## config.mk

```make
export PLATFORM = sky130hd
export DESIGN_NAME = cbt_top
export DESIGN_NICKNAME = d
export VERILOG_FILES = /design/src/pkg/cbt_pkg.sv /design/src/core/cbt_msg_ram.sv /design/src/core/cbt_top.sv
export VERILOG_INCLUDE_DIRS = /design/src /design/src/pkg
export SDC_FILE = /design/constraint.sdc
export NUM_CORES = 1
export LEC_CHECK = 0
export BUFFER_PORTS_ARGS = -buffer_cell sky130_fd_sc_hd__buf_2
export CELL_PAD_IN_SITES_DETAIL_PLACEMENT = 0
export CELL_PAD_IN_SITES_GLOBAL_PLACEMENT = 1
export CORE_UTILIZATION = 50
export DETAILED_ROUTE_END_ITERATION = 8
export PLACE_DENSITY = 0.9
export SYNTH_ARGS = -nofsm -noshare
export SYNTH_HDL_FRONTEND = slang
export SYNTH_SLANG_ARGS = --single-unit
```

## constraint.sdc

```tcl
create_clock -name mclk_in -period 6.1 [get_ports mclk_in]
set_input_delay 0.305 -clock mclk_in [delete_from_list [all_inputs] [get_ports mclk_in]]
set_output_delay 0.305 -clock mclk_in [all_outputs]
set_load 0.05 [all_outputs]
```

## src/pkg/cbt_map.svh

```systemverilog
/*
  Constants of the bit timing and receive handoff block.
  Assumes inclusion by bare name from the block's design files.
*/
`ifndef CBT_MAP_SVH
`define CBT_MAP_SVH

// ----------------------------------------
// message handoff
// ----------------------------------------
`define CBT_MSG_WORDS 8
`define CBT_WORD_W 16

// ----------------------------------------
// bit timing
// ----------------------------------------
`define CBT_SYNC_TQ 5'h01
`define CBT_TQ_MIN 5'h08
`define CBT_TQ_MAX 5'h19
`define CBT_BRP_W 6
`define CBT_SEG_W 3
`define CBT_SJW_W 2

`endif

```

## src/pkg/cbt_pkg.sv

```systemverilog
/*
  Types shared by the bit timing and receive handoff block.
  Assumes nothing of its surroundings.
*/
package cbt_pkg;

  typedef enum logic [1:0] {
    CBT_SEG_SYNC,
    CBT_SEG_PROP,
    CBT_SEG_PH1,
    CBT_SEG_PH2
  } cbt_seg_t;

  typedef logic [3:0] cbt_len_t;

endpackage : cbt_pkg

```

## src/core/cbt_msg_ram.sv

```systemverilog
/*
  Small message memory: one write port, one read port, registered read data.
  Assumes a single clock and that write and read never target the same word
  in the same cycle.
*/
`timescale 1ns/1ns
`default_nettype none

module cbt_msg_ram #(
  parameter int WORD_W = 16,
  parameter int DEPTH = 8,
  parameter int AW = 3
) (
  // clock and reset
  input wire logic mclk_in,
  input wire logic rst_in,
  // write side
  input wire logic wr_en_in,
  input wire logic [AW-1:0] wr_addr_in,
  input wire logic [WORD_W-1:0] wr_data_in,
  // read side
  input wire logic rd_en_in,
  input wire logic [AW-1:0] rd_addr_in,
  output logic [WORD_W-1:0] rd_data_out
);

  logic [WORD_W-1:0] mem_reg [DEPTH];

  always_ff @(posedge mclk_in) begin
    if (wr_en_in) begin
      mem_reg[wr_addr_in] <= wr_data_in;
    end
  end

  always_ff @(posedge mclk_in or posedge rst_in) begin
    if (rst_in) begin
      rd_data_out <= '0;
    end else if (rd_en_in) begin
      rd_data_out <= mem_reg[rd_addr_in];
    end
  end

endmodule : cbt_msg_ram

`default_nettype wire

```

## src/core/cbt_top.sv

```systemverilog
/*
  Bit timing engine and receive message handoff of a bus controller.
  Assumes all inputs synchronous to mclk_in, a frame tracker that pulses
  frame_end_in, and a word-wide DMA channel that pulses dma_read_in.
*/
// Contract
// finished message raises a one-cycle receive data request for the DMA channel
// each message is handed over as eight 16-bit words read in turn
// DMA channel set for word, peripheral-to-RAM, source 34, count 7
// total quanta per bit must lie between 8 and 25
// bit divides into sync, propagation, phase one, phase two in order
// sync segment lasts one quantum; edges are expected inside it
// phase two length is programmed or derived from phase one
// bus is sampled at the phase one to phase two boundary
// triple sampling takes the majority of three samples, else one
// recessive-to-dominant start edge hard-synchronises once per frame
// edge outside sync segment resynchronises one phase segment
// late edge lengthens phase one
// early edge shortens phase two
// adjustment limited to jump width of 1 to 4 quanta
// software keeps jump width no longer than phase two
// clock select cleared makes timing clock equal system clock
// software picks quantum rate as an integer multiple of bit rate
// quantum period is twice (prescaler plus one) timing clocks
// software keeps propagation plus phase one at least phase two
// software keeps phase two longer than jump width
// transmit level changes at sync start and holds a full bit
`include "cbt_map.svh"
`timescale 1ns/1ns
`default_nettype none

module cbt_top #(
  parameter int WORD_W = `CBT_WORD_W,
  parameter int MSG_WORDS = `CBT_MSG_WORDS,
  parameter int AW = $clog2(MSG_WORDS)
) (
  // clock and reset
  input wire logic mclk_in,
  input wire logic rst_in,
  // timing configuration
  input wire logic can_clock_source_select_in,
  input wire logic [`CBT_BRP_W-1:0] baud_prescaler_in,
  input wire logic [`CBT_SJW_W-1:0] sync_jump_width_in,
  input wire logic [`CBT_SEG_W-1:0] prop_seg_in,
  input wire logic [`CBT_SEG_W-1:0] phase1_seg_in,
  input wire logic [`CBT_SEG_W-1:0] phase2_seg_in,
  input wire logic phase2_programmable_in,
  input wire logic triple_sample_select_in,
  // bus pins and frame status
  input wire logic can_rx_in,
  input wire logic tx_bit_in,
  input wire logic tx_enable_in,
  input wire logic frame_end_in,
  output logic can_tx_out,
  output logic rx_bit_out,
  output logic sample_strobe_out,
  output logic bit_start_out,
  output logic in_frame_out,
  output logic cfg_error_out,
  output cbt_pkg::cbt_seg_t segment_out,
  // received words from the controller
  input wire logic rx_word_we_in,
  input wire logic [WORD_W-1:0] rx_word_in,
  // dma side
  input wire logic dma_read_in,
  output logic rx_dma_request_out,
  output logic rx_busy_out,
  output logic [WORD_W-1:0] receive_data_port_out
);
  import cbt_pkg::*;

  // ----------------------------------------
  // receive handoff
  // ----------------------------------------
  logic [AW-1:0] wr_idx_reg;
  logic [AW-1:0] rd_idx_reg;
  logic wr_ok;
  logic rd_ok;
  logic last_wr;
  logic last_rd;

  assign wr_ok = rx_word_we_in && !rx_busy_out;
  assign rd_ok = dma_read_in && rx_busy_out;
  assign last_wr = wr_ok && (wr_idx_reg == AW'(MSG_WORDS - 1));
  assign last_rd = rd_ok && (rd_idx_reg == AW'(MSG_WORDS - 1));

  always_ff @(posedge mclk_in or posedge rst_in) begin
    if (rst_in) begin
      wr_idx_reg <= '0;
      rd_idx_reg <= '0;
      rx_busy_out <= 1'b0;
      rx_dma_request_out <= 1'b0;
    end else begin
      rx_dma_request_out <= last_wr;
      if (wr_ok) begin
        wr_idx_reg <= last_wr ? '0 : wr_idx_reg + 1'b1;
      end
      if (rd_ok) begin
        rd_idx_reg <= last_rd ? '0 : rd_idx_reg + 1'b1;
      end
      if (last_wr) begin
        rx_busy_out <= 1'b1;
      end else if (last_rd) begin
        rx_busy_out <= 1'b0;
      end
    end
  end

  cbt_msg_ram #(
    .WORD_W(WORD_W),
    .DEPTH(MSG_WORDS),
    .AW(AW)
  ) u_ram (
    .mclk_in(mclk_in),
    .rst_in(rst_in),
    .wr_en_in(wr_ok),
    .wr_addr_in(wr_idx_reg),
    .wr_data_in(rx_word_in),
    .rd_en_in(rd_ok),
    .rd_addr_in(rd_idx_reg),
    .rd_data_out(receive_data_port_out)
  );

  // ----------------------------------------
  // quantum clock
  // ----------------------------------------
  logic half_reg;
  logic can_tick;
  logic [6:0] pre_cnt_reg;
  logic [6:0] pre_lim;
  logic tq_tick;
  logic hard_sync;

  assign can_tick = can_clock_source_select_in ? half_reg : 1'b1;
  assign pre_lim = {baud_prescaler_in, 1'b1};
  assign tq_tick = can_tick && (pre_cnt_reg == pre_lim) && !hard_sync;

  always_ff @(posedge mclk_in or posedge rst_in) begin
    if (rst_in) begin
      half_reg <= 1'b0;
      pre_cnt_reg <= '0;
    end else begin
      half_reg <= !half_reg && !hard_sync;
      if (hard_sync) begin
        pre_cnt_reg <= '0;
      end else if (can_tick) begin
        pre_cnt_reg <= (pre_cnt_reg == pre_lim) ? '0 : pre_cnt_reg + 1'b1;
      end
    end
  end

  // ----------------------------------------
  // segment lengths
  // ----------------------------------------
  cbt_len_t prop_len;
  cbt_len_t ph1_len;
  cbt_len_t ph2_len;
  cbt_len_t sjw_len;
  logic [4:0] total_len;
  logic cfg_bad;

  assign prop_len = {1'b0, prop_seg_in} + 4'h1;
  assign ph1_len = {1'b0, phase1_seg_in} + 4'h1;
  assign ph2_len = phase2_programmable_in ? {1'b0, phase2_seg_in} + 4'h1 : ph1_len;
  assign sjw_len = {2'h0, sync_jump_width_in} + 4'h1;
  assign total_len = `CBT_SYNC_TQ + {1'b0, prop_len} + {1'b0, ph1_len} + {1'b0, ph2_len};
  assign cfg_bad = (total_len < `CBT_TQ_MIN) || (total_len > `CBT_TQ_MAX);

  always_ff @(posedge mclk_in or posedge rst_in) begin
    if (rst_in) begin
      cfg_error_out <= 1'b0;
    end else begin
      cfg_error_out <= cfg_bad;
    end
  end

  // ----------------------------------------
  // edges and frame tracking
  // ----------------------------------------
  logic bus_prev_reg;
  logic tq_bus_reg;
  logic s1_reg;
  logic s2_reg;
  logic majority;

  assign hard_sync = !in_frame_out && bus_prev_reg && !can_rx_in && !cfg_error_out;
  assign majority = (can_rx_in & s1_reg) | (can_rx_in & s2_reg) | (s1_reg & s2_reg);

  always_ff @(posedge mclk_in or posedge rst_in) begin
    if (rst_in) begin
      bus_prev_reg <= 1'b1;
      tq_bus_reg <= 1'b1;
      s1_reg <= 1'b1;
      s2_reg <= 1'b1;
    end else begin
      bus_prev_reg <= can_rx_in;
      s1_reg <= can_rx_in;
      s2_reg <= s1_reg;
      if (tq_tick || hard_sync) begin
        tq_bus_reg <= can_rx_in;
      end
    end
  end

  always_ff @(posedge mclk_in or posedge rst_in) begin
    if (rst_in) begin
      in_frame_out <= 1'b0;
    end else if (hard_sync) begin
      in_frame_out <= 1'b1;
    end else if (frame_end_in || cfg_error_out) begin
      in_frame_out <= 1'b0;
    end
  end

  // ----------------------------------------
  // segment sequencer and resynchronisation
  // ----------------------------------------
  cbt_len_t cnt_reg;
  cbt_len_t ext_reg;
  cbt_len_t shr_reg;
  cbt_len_t ext_next;
  cbt_len_t shr_next;
  cbt_len_t remain;
  logic [4:0] late_err;
  logic resynced_reg;
  logic tq_edge;
  logic late;
  logic early;
  logic early_jump;
  logic ph1_done;
  logic ph2_done;
  logic bit_start;

  assign tq_edge = tq_tick && tq_bus_reg && !can_rx_in && in_frame_out && !resynced_reg && !cfg_error_out;
  assign late = tq_edge && (segment_out == CBT_SEG_PROP || segment_out == CBT_SEG_PH1);
  assign early = tq_edge && (segment_out == CBT_SEG_PH2);
  assign late_err = (segment_out == CBT_SEG_PROP) ? {1'b0, cnt_reg} + 5'h01
                                                 : {1'b0, prop_len} + {1'b0, cnt_reg} + 5'h01;
  assign ext_next = !late ? ext_reg : (late_err < {1'b0, sjw_len}) ? late_err[3:0] : sjw_len;
  assign remain = ph2_len - cnt_reg;
  assign early_jump = early && (remain <= sjw_len);
  assign shr_next = (early && !early_jump) ? sjw_len : shr_reg;
  assign ph1_done = tq_tick && (segment_out == CBT_SEG_PH1) && (cnt_reg + 4'h1 >= ph1_len + ext_next);
  assign ph2_done = tq_tick && (segment_out == CBT_SEG_PH2) && !early_jump
                    && (cnt_reg + 4'h1 + shr_next >= ph2_len);
  assign bit_start = hard_sync || ph2_done || early_jump;

  always_ff @(posedge mclk_in or posedge rst_in) begin
    if (rst_in) begin
      segment_out <= CBT_SEG_SYNC;
      cnt_reg <= '0;
      ext_reg <= '0;
      shr_reg <= '0;
      resynced_reg <= 1'b0;
    end else if (cfg_error_out) begin
      segment_out <= CBT_SEG_SYNC;
      cnt_reg <= '0;
      ext_reg <= '0;
      shr_reg <= '0;
      resynced_reg <= 1'b0;
    end else if (hard_sync) begin
      segment_out <= CBT_SEG_SYNC;
      cnt_reg <= '0;
      ext_reg <= '0;
      shr_reg <= '0;
      resynced_reg <= 1'b1;
    end else if (tq_tick) begin
      ext_reg <= ext_next;
      shr_reg <= shr_next;
      if (late || early) begin
        resynced_reg <= 1'b1;
      end
      unique case (segment_out)
        CBT_SEG_SYNC: begin
          segment_out <= CBT_SEG_PROP;
          cnt_reg <= '0;
          ext_reg <= '0;
          shr_reg <= '0;
          resynced_reg <= 1'b0;
        end
        CBT_SEG_PROP: begin
          if (cnt_reg + 4'h1 >= prop_len) begin
            segment_out <= CBT_SEG_PH1;
            cnt_reg <= '0;
          end else begin
            cnt_reg <= cnt_reg + 4'h1;
          end
        end
        CBT_SEG_PH1: begin
          if (ph1_done) begin
            segment_out <= CBT_SEG_PH2;
            cnt_reg <= '0;
          end else begin
            cnt_reg <= cnt_reg + 4'h1;
          end
        end
        CBT_SEG_PH2: begin
          if (early_jump) begin
            segment_out <= CBT_SEG_PROP;
            cnt_reg <= '0;
            ext_reg <= '0;
            shr_reg <= '0;
          end else if (ph2_done) begin
            segment_out <= CBT_SEG_SYNC;
            cnt_reg <= '0;
          end else begin
            cnt_reg <= cnt_reg + 4'h1;
          end
        end
      endcase
    end
  end

  // ----------------------------------------
  // sampling and transmit level
  // ----------------------------------------
  always_ff @(posedge mclk_in or posedge rst_in) begin
    if (rst_in) begin
      rx_bit_out <= 1'b1;
      sample_strobe_out <= 1'b0;
    end else begin
      sample_strobe_out <= ph1_done && !cfg_error_out;
      if (ph1_done && !cfg_error_out) begin
        rx_bit_out <= triple_sample_select_in ? majority : can_rx_in;
      end
    end
  end

  always_ff @(posedge mclk_in or posedge rst_in) begin
    if (rst_in) begin
      can_tx_out <= 1'b1;
      bit_start_out <= 1'b0;
    end else begin
      bit_start_out <= bit_start && !cfg_error_out;
      if (cfg_error_out) begin
        can_tx_out <= 1'b1;
      end else if (bit_start) begin
        can_tx_out <= tx_enable_in ? tx_bit_in : 1'b1;
      end
    end
  end

  // ----------------------------------------
  // assertions
  // ----------------------------------------
  property p_rx_request;
    @(posedge mclk_in) disable iff (rst_in)
    last_wr |=> rx_dma_request_out && rx_busy_out ##1 !rx_dma_request_out;
  endproperty
  a_rx_request: assert property (p_rx_request)
    else $error("receive request not raised after last word");

  property p_rx_drain;
    @(posedge mclk_in) disable iff (rst_in)
    last_rd |=> !rx_busy_out && rd_idx_reg == '0;
  endproperty
  a_rx_drain: assert property (p_rx_drain)
    else $error("buffer not released after eighth read");

  property p_sync_one;
    @(posedge mclk_in) disable iff (rst_in)
    tq_tick && segment_out == CBT_SEG_SYNC && !cfg_error_out |=> segment_out == CBT_SEG_PROP;
  endproperty
  a_sync_one: assert property (p_sync_one)
    else $error("sync segment longer than one quantum");

  property p_order;
    @(posedge mclk_in) disable iff (rst_in)
    segment_out == CBT_SEG_PROP && !cfg_error_out && !hard_sync |=> segment_out inside {CBT_SEG_PROP, CBT_SEG_PH1};
  endproperty
  a_order: assert property (p_order)
    else $error("propagation segment left out of order");

  property p_majority;
    @(posedge mclk_in) disable iff (rst_in)
    ph1_done && triple_sample_select_in && !cfg_error_out |=> rx_bit_out == $past(majority) && sample_strobe_out;
  endproperty
  a_majority: assert property (p_majority)
    else $error("triple sample not the majority");

  property p_hard_sync;
    @(posedge mclk_in) disable iff (rst_in)
    hard_sync |=> segment_out == CBT_SEG_SYNC && in_frame_out && bit_start_out;
  endproperty
  a_hard_sync: assert property (p_hard_sync)
    else $error("hard sync did not restart the bit");

  property p_jump_limit;
    @(posedge mclk_in) disable iff (rst_in)
    ext_reg <= sjw_len && shr_reg <= sjw_len;
  endproperty
  a_jump_limit: assert property (p_jump_limit)
    else $error("phase adjustment beyond jump width");

  property p_late;
    @(posedge mclk_in) disable iff (rst_in)
    late && !ph1_done |=> ext_reg != '0 && resynced_reg;
  endproperty
  a_late: assert property (p_late)
    else $error("late edge did not lengthen phase one");

  property p_early;
    @(posedge mclk_in) disable iff (rst_in)
    early && !early_jump |=> shr_reg == $past(sjw_len);
  endproperty
  a_early: assert property (p_early)
    else $error("early edge did not shorten phase two");

  property p_tx_hold;
    @(posedge mclk_in) disable iff (rst_in)
    !bit_start && !cfg_error_out |=> $stable(can_tx_out);
  endproperty
  a_tx_hold: assert property (p_tx_hold)
    else $error("transmit level changed inside a bit");

  property p_tq_spacing;
    @(posedge mclk_in) disable iff (rst_in)
    tq_tick && !can_clock_source_select_in |=> !tq_tick;
  endproperty
  a_tq_spacing: assert property (p_tq_spacing)
    else $error("quantum shorter than two clocks");

  property p_cfg_hold;
    @(posedge mclk_in) disable iff (rst_in)
    cfg_error_out |=> segment_out == CBT_SEG_SYNC && !sample_strobe_out;
  endproperty
  a_cfg_hold: assert property (p_cfg_hold)
    else $error("engine ran with illegal bit length");

endmodule : cbt_top

`default_nettype wire

```

## Yosys cells after proc, flatten, opt, wreduce, memory -nomap -nowiden

Memory sizes are Yosys's and may differ from the RTL's. A register that Yosys moved wholly into a read port is not among the register bits.
Cells that the tools add are included.

| storage, ports and cells | value |
|---|---|
| memories | 1 |
| RAM bits | 128 |
| bits in registers | 40 |
| logic and storage cells | 161 |

Memory list:

| memory | depth | bits a word | read ports | clocked after memory_dff | write ports | RTL line | text |
|---|---|---|---|---|---|---|---|
| u_ram.mem_reg | 8 | 16 | 1 | 1 | 1 | cbt_msg_ram.sv:27 | `logic [WORD_W-1:0] mem_reg [DEPTH];` |

| cells by class | value |
|---|---|
| reductions and logical operators | 50 |
| order comparisons | 7 |
| add/subtract/negate cells | 17 |
| multiplexer cells | 52 |
| eq/ne operators | 9 |
| bitwise operators | 5 |

Operators with widths:

| operator | count |
|---|---|
| $mux W4 | 19 |
| $logic_and A1 B1 Y1 | 26 |
| $mux W7 | 3 |
| $mux W1 | 16 |
| $pmux W4 S2 | 2 |
| $pmux W4 S4 | 1 |
| $mux W2 | 7 |
| $add A3 B1 Y4 const B | 3 |
| $ge A4 B4 Y1 | 3 |
| $add A5 B4 Y5 | 2 |
| $add A4 B4 Y4 | 2 |
| $logic_not A1 Y1 | 8 |
| $pmux W2 S4 | 1 |
| $reduce_bool A2 Y1 | 4 |
| $add A7 B1 Y7 const B | 1 |
| $eq A7 B7 Y1 | 1 |
| $logic_or A1 B1 Y1 | 7 |
| $add A3 B1 Y3 const B | 2 |
| $eq A3 B3 Y1 const B | 2 |
| $mux W3 | 2 |
| $add A1 B4 Y5 const A | 1 |
| $add A4 B1 Y5 const B | 1 |
| $add A4 B4 Y5 | 1 |
| $add A5 B1 Y5 const B | 1 |
| other kinds (20) | 24 |

## Logic depth before layout (Yosys ltp)

| logic depth | value |
|---|---|
| depth in word-level cells | 25 |
| mapped depth | 28 |

## Cells and area by module

From an unflattened synthesis, not the netlist that was laid out.

| unflattened totals | value |
|---|---|
| cell total of the unflattened synthesis | 693 |
| area total of the unflattened synthesis | 9090.0 um^2 |

By module, submodules not included:

| module | instances | sequential area each (um^2) | cells each | area each (um^2) |
|---|---|---|---|---|
| cbt_msg_ram | 1 | 4244.1 | 326 | 5662.9 |
| cbt_top | 1 | 1007.2 | 367 | 3427.0 |

## Worst setup path before layout

Ideal clock, no wire load.

| path | value |
|---|---|
| path kind | input -> register |
| start point | input phase1_seg_in[0] |
| end point | register segment_out[0] |
| slack | 0.883 ns |
| data arrival time | 5.123 ns |
| required time | 6.006 ns |
| library setup time | 0.094 ns |
| cell stages on the path | 27 |
| buffers on the path | 0 |
| cell sequence | ha_1 -> inv_1 -> o21ai_0 -> inv_1 -> fa_1 -> inv_1 -> ha_1 -> nor2b_1 -> o21ai_0 -> a32oi_1 -> or2_4 -> nand3_1 -> a21o_1 -> ha_1 -> a21o_1 -> a21oi_1 -> nor2_1 -> or3_1 -> nand3_1 -> xnor2_1 -> ha_1 -> o21ai_0 -> o21bai_1 -> o211ai_1 -> o221ai_4 -> and3_2 -> a221oi_2 |

| between the ends | value |
|---|---|
| longest elaborated chain between the ends | 13 |
| elaborated cells between the ends (all ways) | 23 |
| those cells by class | add/sub: 4; order compare: 3; eq/ne: 2; mux: 7; reduce/logical: 7 |

Ends and longest elaborated chain:

| item | RTL line | text |
|---|---|---|
| from (decl) | cbt_top.sv:45 | `` input wire logic [`CBT_SEG_W-1:0] phase1_seg_in, `` |
| $add A3 B1 Y4 * | cbt_top.sv:163 | `assign ph1_len = {1'b0, phase1_seg_in} + 4'h1;` |
| $mux W4 | cbt_top.sv:164 | `assign ph2_len = phase2_programmable_in ? {1'b0, phase2_seg_in} + 4'h1 : ph1_len;` |
| $sub A4 B4 Y4 | cbt_top.sv:240 | `assign remain = ph2_len - cnt_reg;` |
| $le A4 B3 Y1 | cbt_top.sv:241 | `assign early_jump = early && (remain <= sjw_len);` |
| $logic_and A1 B1 Y1 | cbt_top.sv:241 |  |
| $logic_not A1 Y1 | cbt_top.sv:242, cbt_top.sv:244 |  |
| $logic_and A1 B1 Y1 | cbt_top.sv:242 | `assign shr_next = (early && !early_jump) ? sjw_len : shr_reg;` |
| $mux W4 | cbt_top.sv:242 |  |
| $add A4 B4 Y4 | cbt_top.sv:245 | `&& (cnt_reg + 4'h1 + shr_next >= ph2_len);` |
| $ge A4 B4 Y1 | cbt_top.sv:245 |  |
| $logic_and A1 B1 Y1 | cbt_top.sv:245 |  |
| $ne A5 B5 Y1 (no source line) | -- |  |
| $reduce_and A4 Y1 (no source line) | -- |  |
| to (signal assigned) | cbt_top.sv:250 | `segment_out <= CBT_SEG_SYNC;` |
| to (signal assigned) | cbt_top.sv:256 | `segment_out <= CBT_SEG_SYNC;` |
| to (signal assigned) | cbt_top.sv:262 | `segment_out <= CBT_SEG_SYNC;` |
| to (decl) | cbt_top.sv:60 | `output cbt_pkg::cbt_seg_t segment_out,` |

Mark *: on every way between the ends. The rest lies on a longest branch, timed or not. The select of a mux whose other input is x is not followed.
A chain may end at the register's enable or synchronous reset.

## Worst setup path after layout

Same ends and word-level chain as after synthesis.

==> results.md <==
* Kind of critical path: in -> reg
* PostCTS Resize Cnt at 0
* Crit path DAT at 5.83 ns
* WL final at 18.2 mm
* Slew margin rel. at a little over a fifth
* Max-cap violations at 0
* Avg Inst Size Synth at 14.2 um2
* Final hold vios at 0
* Die area at 0.0182 mm2
* Nets@finish at roughly 810
* Minimum clock period at 5.50 ns
* GR Overflow Total at 0
* Synthesized cell area at 0.00882 mm2
* FMAX at 182 MHz
* Antenna violations before repair at 1
* Area added between synthesis and finish at 14.3%
* GRT Resource Usage Total at 21.7%
* Initial DRC count at 458
* CTS tree: yes
* Ys flop type: edfxtp_1
* CP endpoint kind: register
* Post-synth top area share at 43.6%
* Mapped Nets at 724
* Total Power at approximately 4 mW
* Max stage delay cell, worst path: fa_1
* Peak supply drop at 304 uV
* Dominant cell type by area after synthesis: edfxtp_1
* Cell repeated most along the worst path: ha_1
* TritonRoute pass-1 iters at 5
* Share of cells above drive strength 1 at 23.7%
* Cell family contributing the most delay on the critical path: compound AO/OA/AOI/OAI gates
* Max FFs per register at 128
* Post-CTS Setup Inserts at 0
* Global-route wire length before repair at 29.3 mm
* Seq/Total Area, Yosys at 59.5%
* Fill cell count at 1322
* Buf/Inv on CP at 4
* RSZ-0062 raised after global routing: false
* Pins Over Slew Limit at 0
* Unique cell type count in the Yosys netlist at 58
* Crit path max fanout at 5
* Final ANT Viol Nets at 0
* Clk sinks at 184
* Hold_buf cts at 0
* Largest net degree at the start of global routing at 57
* Status: complete, no violations
* Via density at 5.70
* P_leak at a little over 4 nW
* Residual DRC count at 0
* Width of the die at around 130 um
* IO Count at 70
* Async S/R FF share, synth at 30.4%
* FP Rows at 48
* Number of global-route vias before repair at 5692
* #FFs+latches synth at 184
* Core area at 0.0172 mm2
* Worst Tran Pin Value at 1.17 ns
* Initial Util at 51.2%
* HPWL Detailed at approximately 12 mm
* Slowest stage delay, CP at 0.53 ns
* H-tree level count at 4
* Clock latency on the worst-skew pair at 0.43 ns
* Via count at 5378
* RD Place Congestion at 0.826
* Req. time, crit path at 6.43 ns
* Register clock-pin slew on the reported worst setup and hold paths at roughly 0.080 ns
* Pwr Density at 395 mW/mm2
* Port bufs at 69
* Cell count after synthesis at 623
* Die height at 135 um
* Final Setup Violations at 0
* Avg WL per Cell at roughly 19 um
* Synth warn at 0
* Hold/Removal Path Class: in -> reg
* Clock Tree Buf Depth at 2
* Setup TNS at 0 ns
* Root buf cell: clkbuf_16
* Period utilisation layout at 90.1%
* Max Clock Skew at around 0.013 ns
* Synth area leaders: edfxtp_1 44%, dfrtp_1 14%, mux4_2 8.2%, ha_1 7.0%, mux2i_1 2.4%
* Startpoint Class: primary input
* Post-synth EDFFs at 128
* CTS Buf Count at 17
-- synth_stat cells, types with 3 or more instances --
master	count
edfxtp_1	128
dfrtp_1	51
ha_1	49
nand2_1	49
inv_1	45
o21ai_0	41
mux4_2	32
mux2i_1	21
nor2_1	20
xnor2_1	18
nand2b_1	15
a21oi_1	14
clkbuf_1	13
a21o_1	12
nand3_1	12
nor3_1	11
fa_1	8
and2_1	6
a31oi_1	5
dfstp_2	5
mux2_2	5
nor2b_1	5
xor2_1	4
a32oi_1	3
and3_1	3
buf_2	3
o22ai_1	3
-- placed cells by master (no fill, tap or decap), types with 3 or more instances in the layout --
master	Yosys	routed
a21o_1	12	12
a21oi_1	14	14
a31oi_1	5	5
a32oi_1	3	3
and2_1	6	6
and3_1	3	3
buf_2	3	69
buf_4	0	9
clkbuf_16	0	17
clkinvlp_4	0	3
dfrtp_1	51	50
dfstp_2	5	5
edfxtp_1	128	128
fa_1	8	8
ha_1	49	49
inv_1	45	44
inv_6	0	4
inv_8	0	3
mux2_2	5	5
mux2i_1	21	21
mux4_2	32	32
nand2_1	49	49
nand2b_1	15	15
nand3_1	12	12
nor2_1	20	20
nor2b_1	5	5
nor3_1	11	7
nor3_4	0	4
nor4_2	1	3
o21ai_0	41	41
o22ai_1	3	3
xnor2_1	18	18
xor2_1	4	4
-- report_power, final --
group	switching (mW)	internal, mW
combinational	0.683	0.475
sequential	0.220	1.54
clock	0.487	0.574
-- logic make-up after synthesis --
| kind of cell | after synthesis | share of synthesized area, % |
|---|---|---|
| DFF | 184 | 59.5 |
| and+or+nand+nor | 139 | 7.83 |
| AOI/OAI and AO/OA | 100 | 7.43 |
| adders and majority gates | 57 | 8.77 |
| muxes | 59 | 11.4 |
| xor gates and xnor gates | 23 | 2.44 |
| buffers and inverters | 61 | 2.64 |
-- per-layer routing --
layer,up-vias,GRT usage [%],share of wire [%]
met2,135,39.7,54
met5,-,0,0.072
li1,2493,-,-
met1,2725,25.9,41
met3,23,4.43,4.4
met4,2,5.68,1.1
-- final cells by class --
type | count | area, um2 | area share [%]
Multi-Input combinational cell | 378 | 3390 | 33.7
Sequential cell | 184 | 5250 | 52.1
Clock buffer | 18 | 429 | 4.26
Tap cell | 225 | 282 | 2.79
Inverter | 45 | 169 | 1.68
Clock inverter | 14 | 139 | 1.38
Antenna cell | 1 | 2.50 | 0.0248
Timing Repair Buffer | 78 | 413 | 4.10
-- metrics by stage --
stage / area [um2] / hold WS (ns) / cells / utilization, % / setup slack (ns)
after floorplan: 8820 / 0.309 / 623 / - / 0.883
after global placement: 9510 / 0.373 / 910 / 55.2 / 0.450
after detailed placement: 9510 / 0.374 / 910 / 55.2 / 0.204
after CTS: 10100 / 0.00627 / 942 / 58.5 / 0.628
after global routing: 10100 / 0.00924 / 942 / 58.5 / 0.00114
final: 10100 / 0.0219 / 943 / 58.5 / 0.604
-- final timing paths --
kind / start / end / slack [ns] / cells after the start
min in group asynchronous: rst_in / u_ram.rd_data_out[13]$_DFFE_PP0P_ / 0.10 / 3
max in group asynchronous: rst_in / rd_idx_reg[0]$_DFFE_PP0P_ / 5.46 / 3
worst max register to register: cnt_reg[0]$_DFFE_PP0P_ / segment_out[0]$_DFFE_PP0P_ / 0.70 / 25
worst max-delay path: phase1_seg_in[0] / segment_out[0]$_DFFE_PP0P_ / 0.60 / 28
worst min register to register: s1_reg$_DFF_PP1_ / s2_reg$_DFF_PP1_ / 0.39 / 0
worst min-delay path: can_rx_in / s1_reg$_DFF_PP1_ / 0.02 / 1
Note: power is estimated with default switching activity, not from simulation.
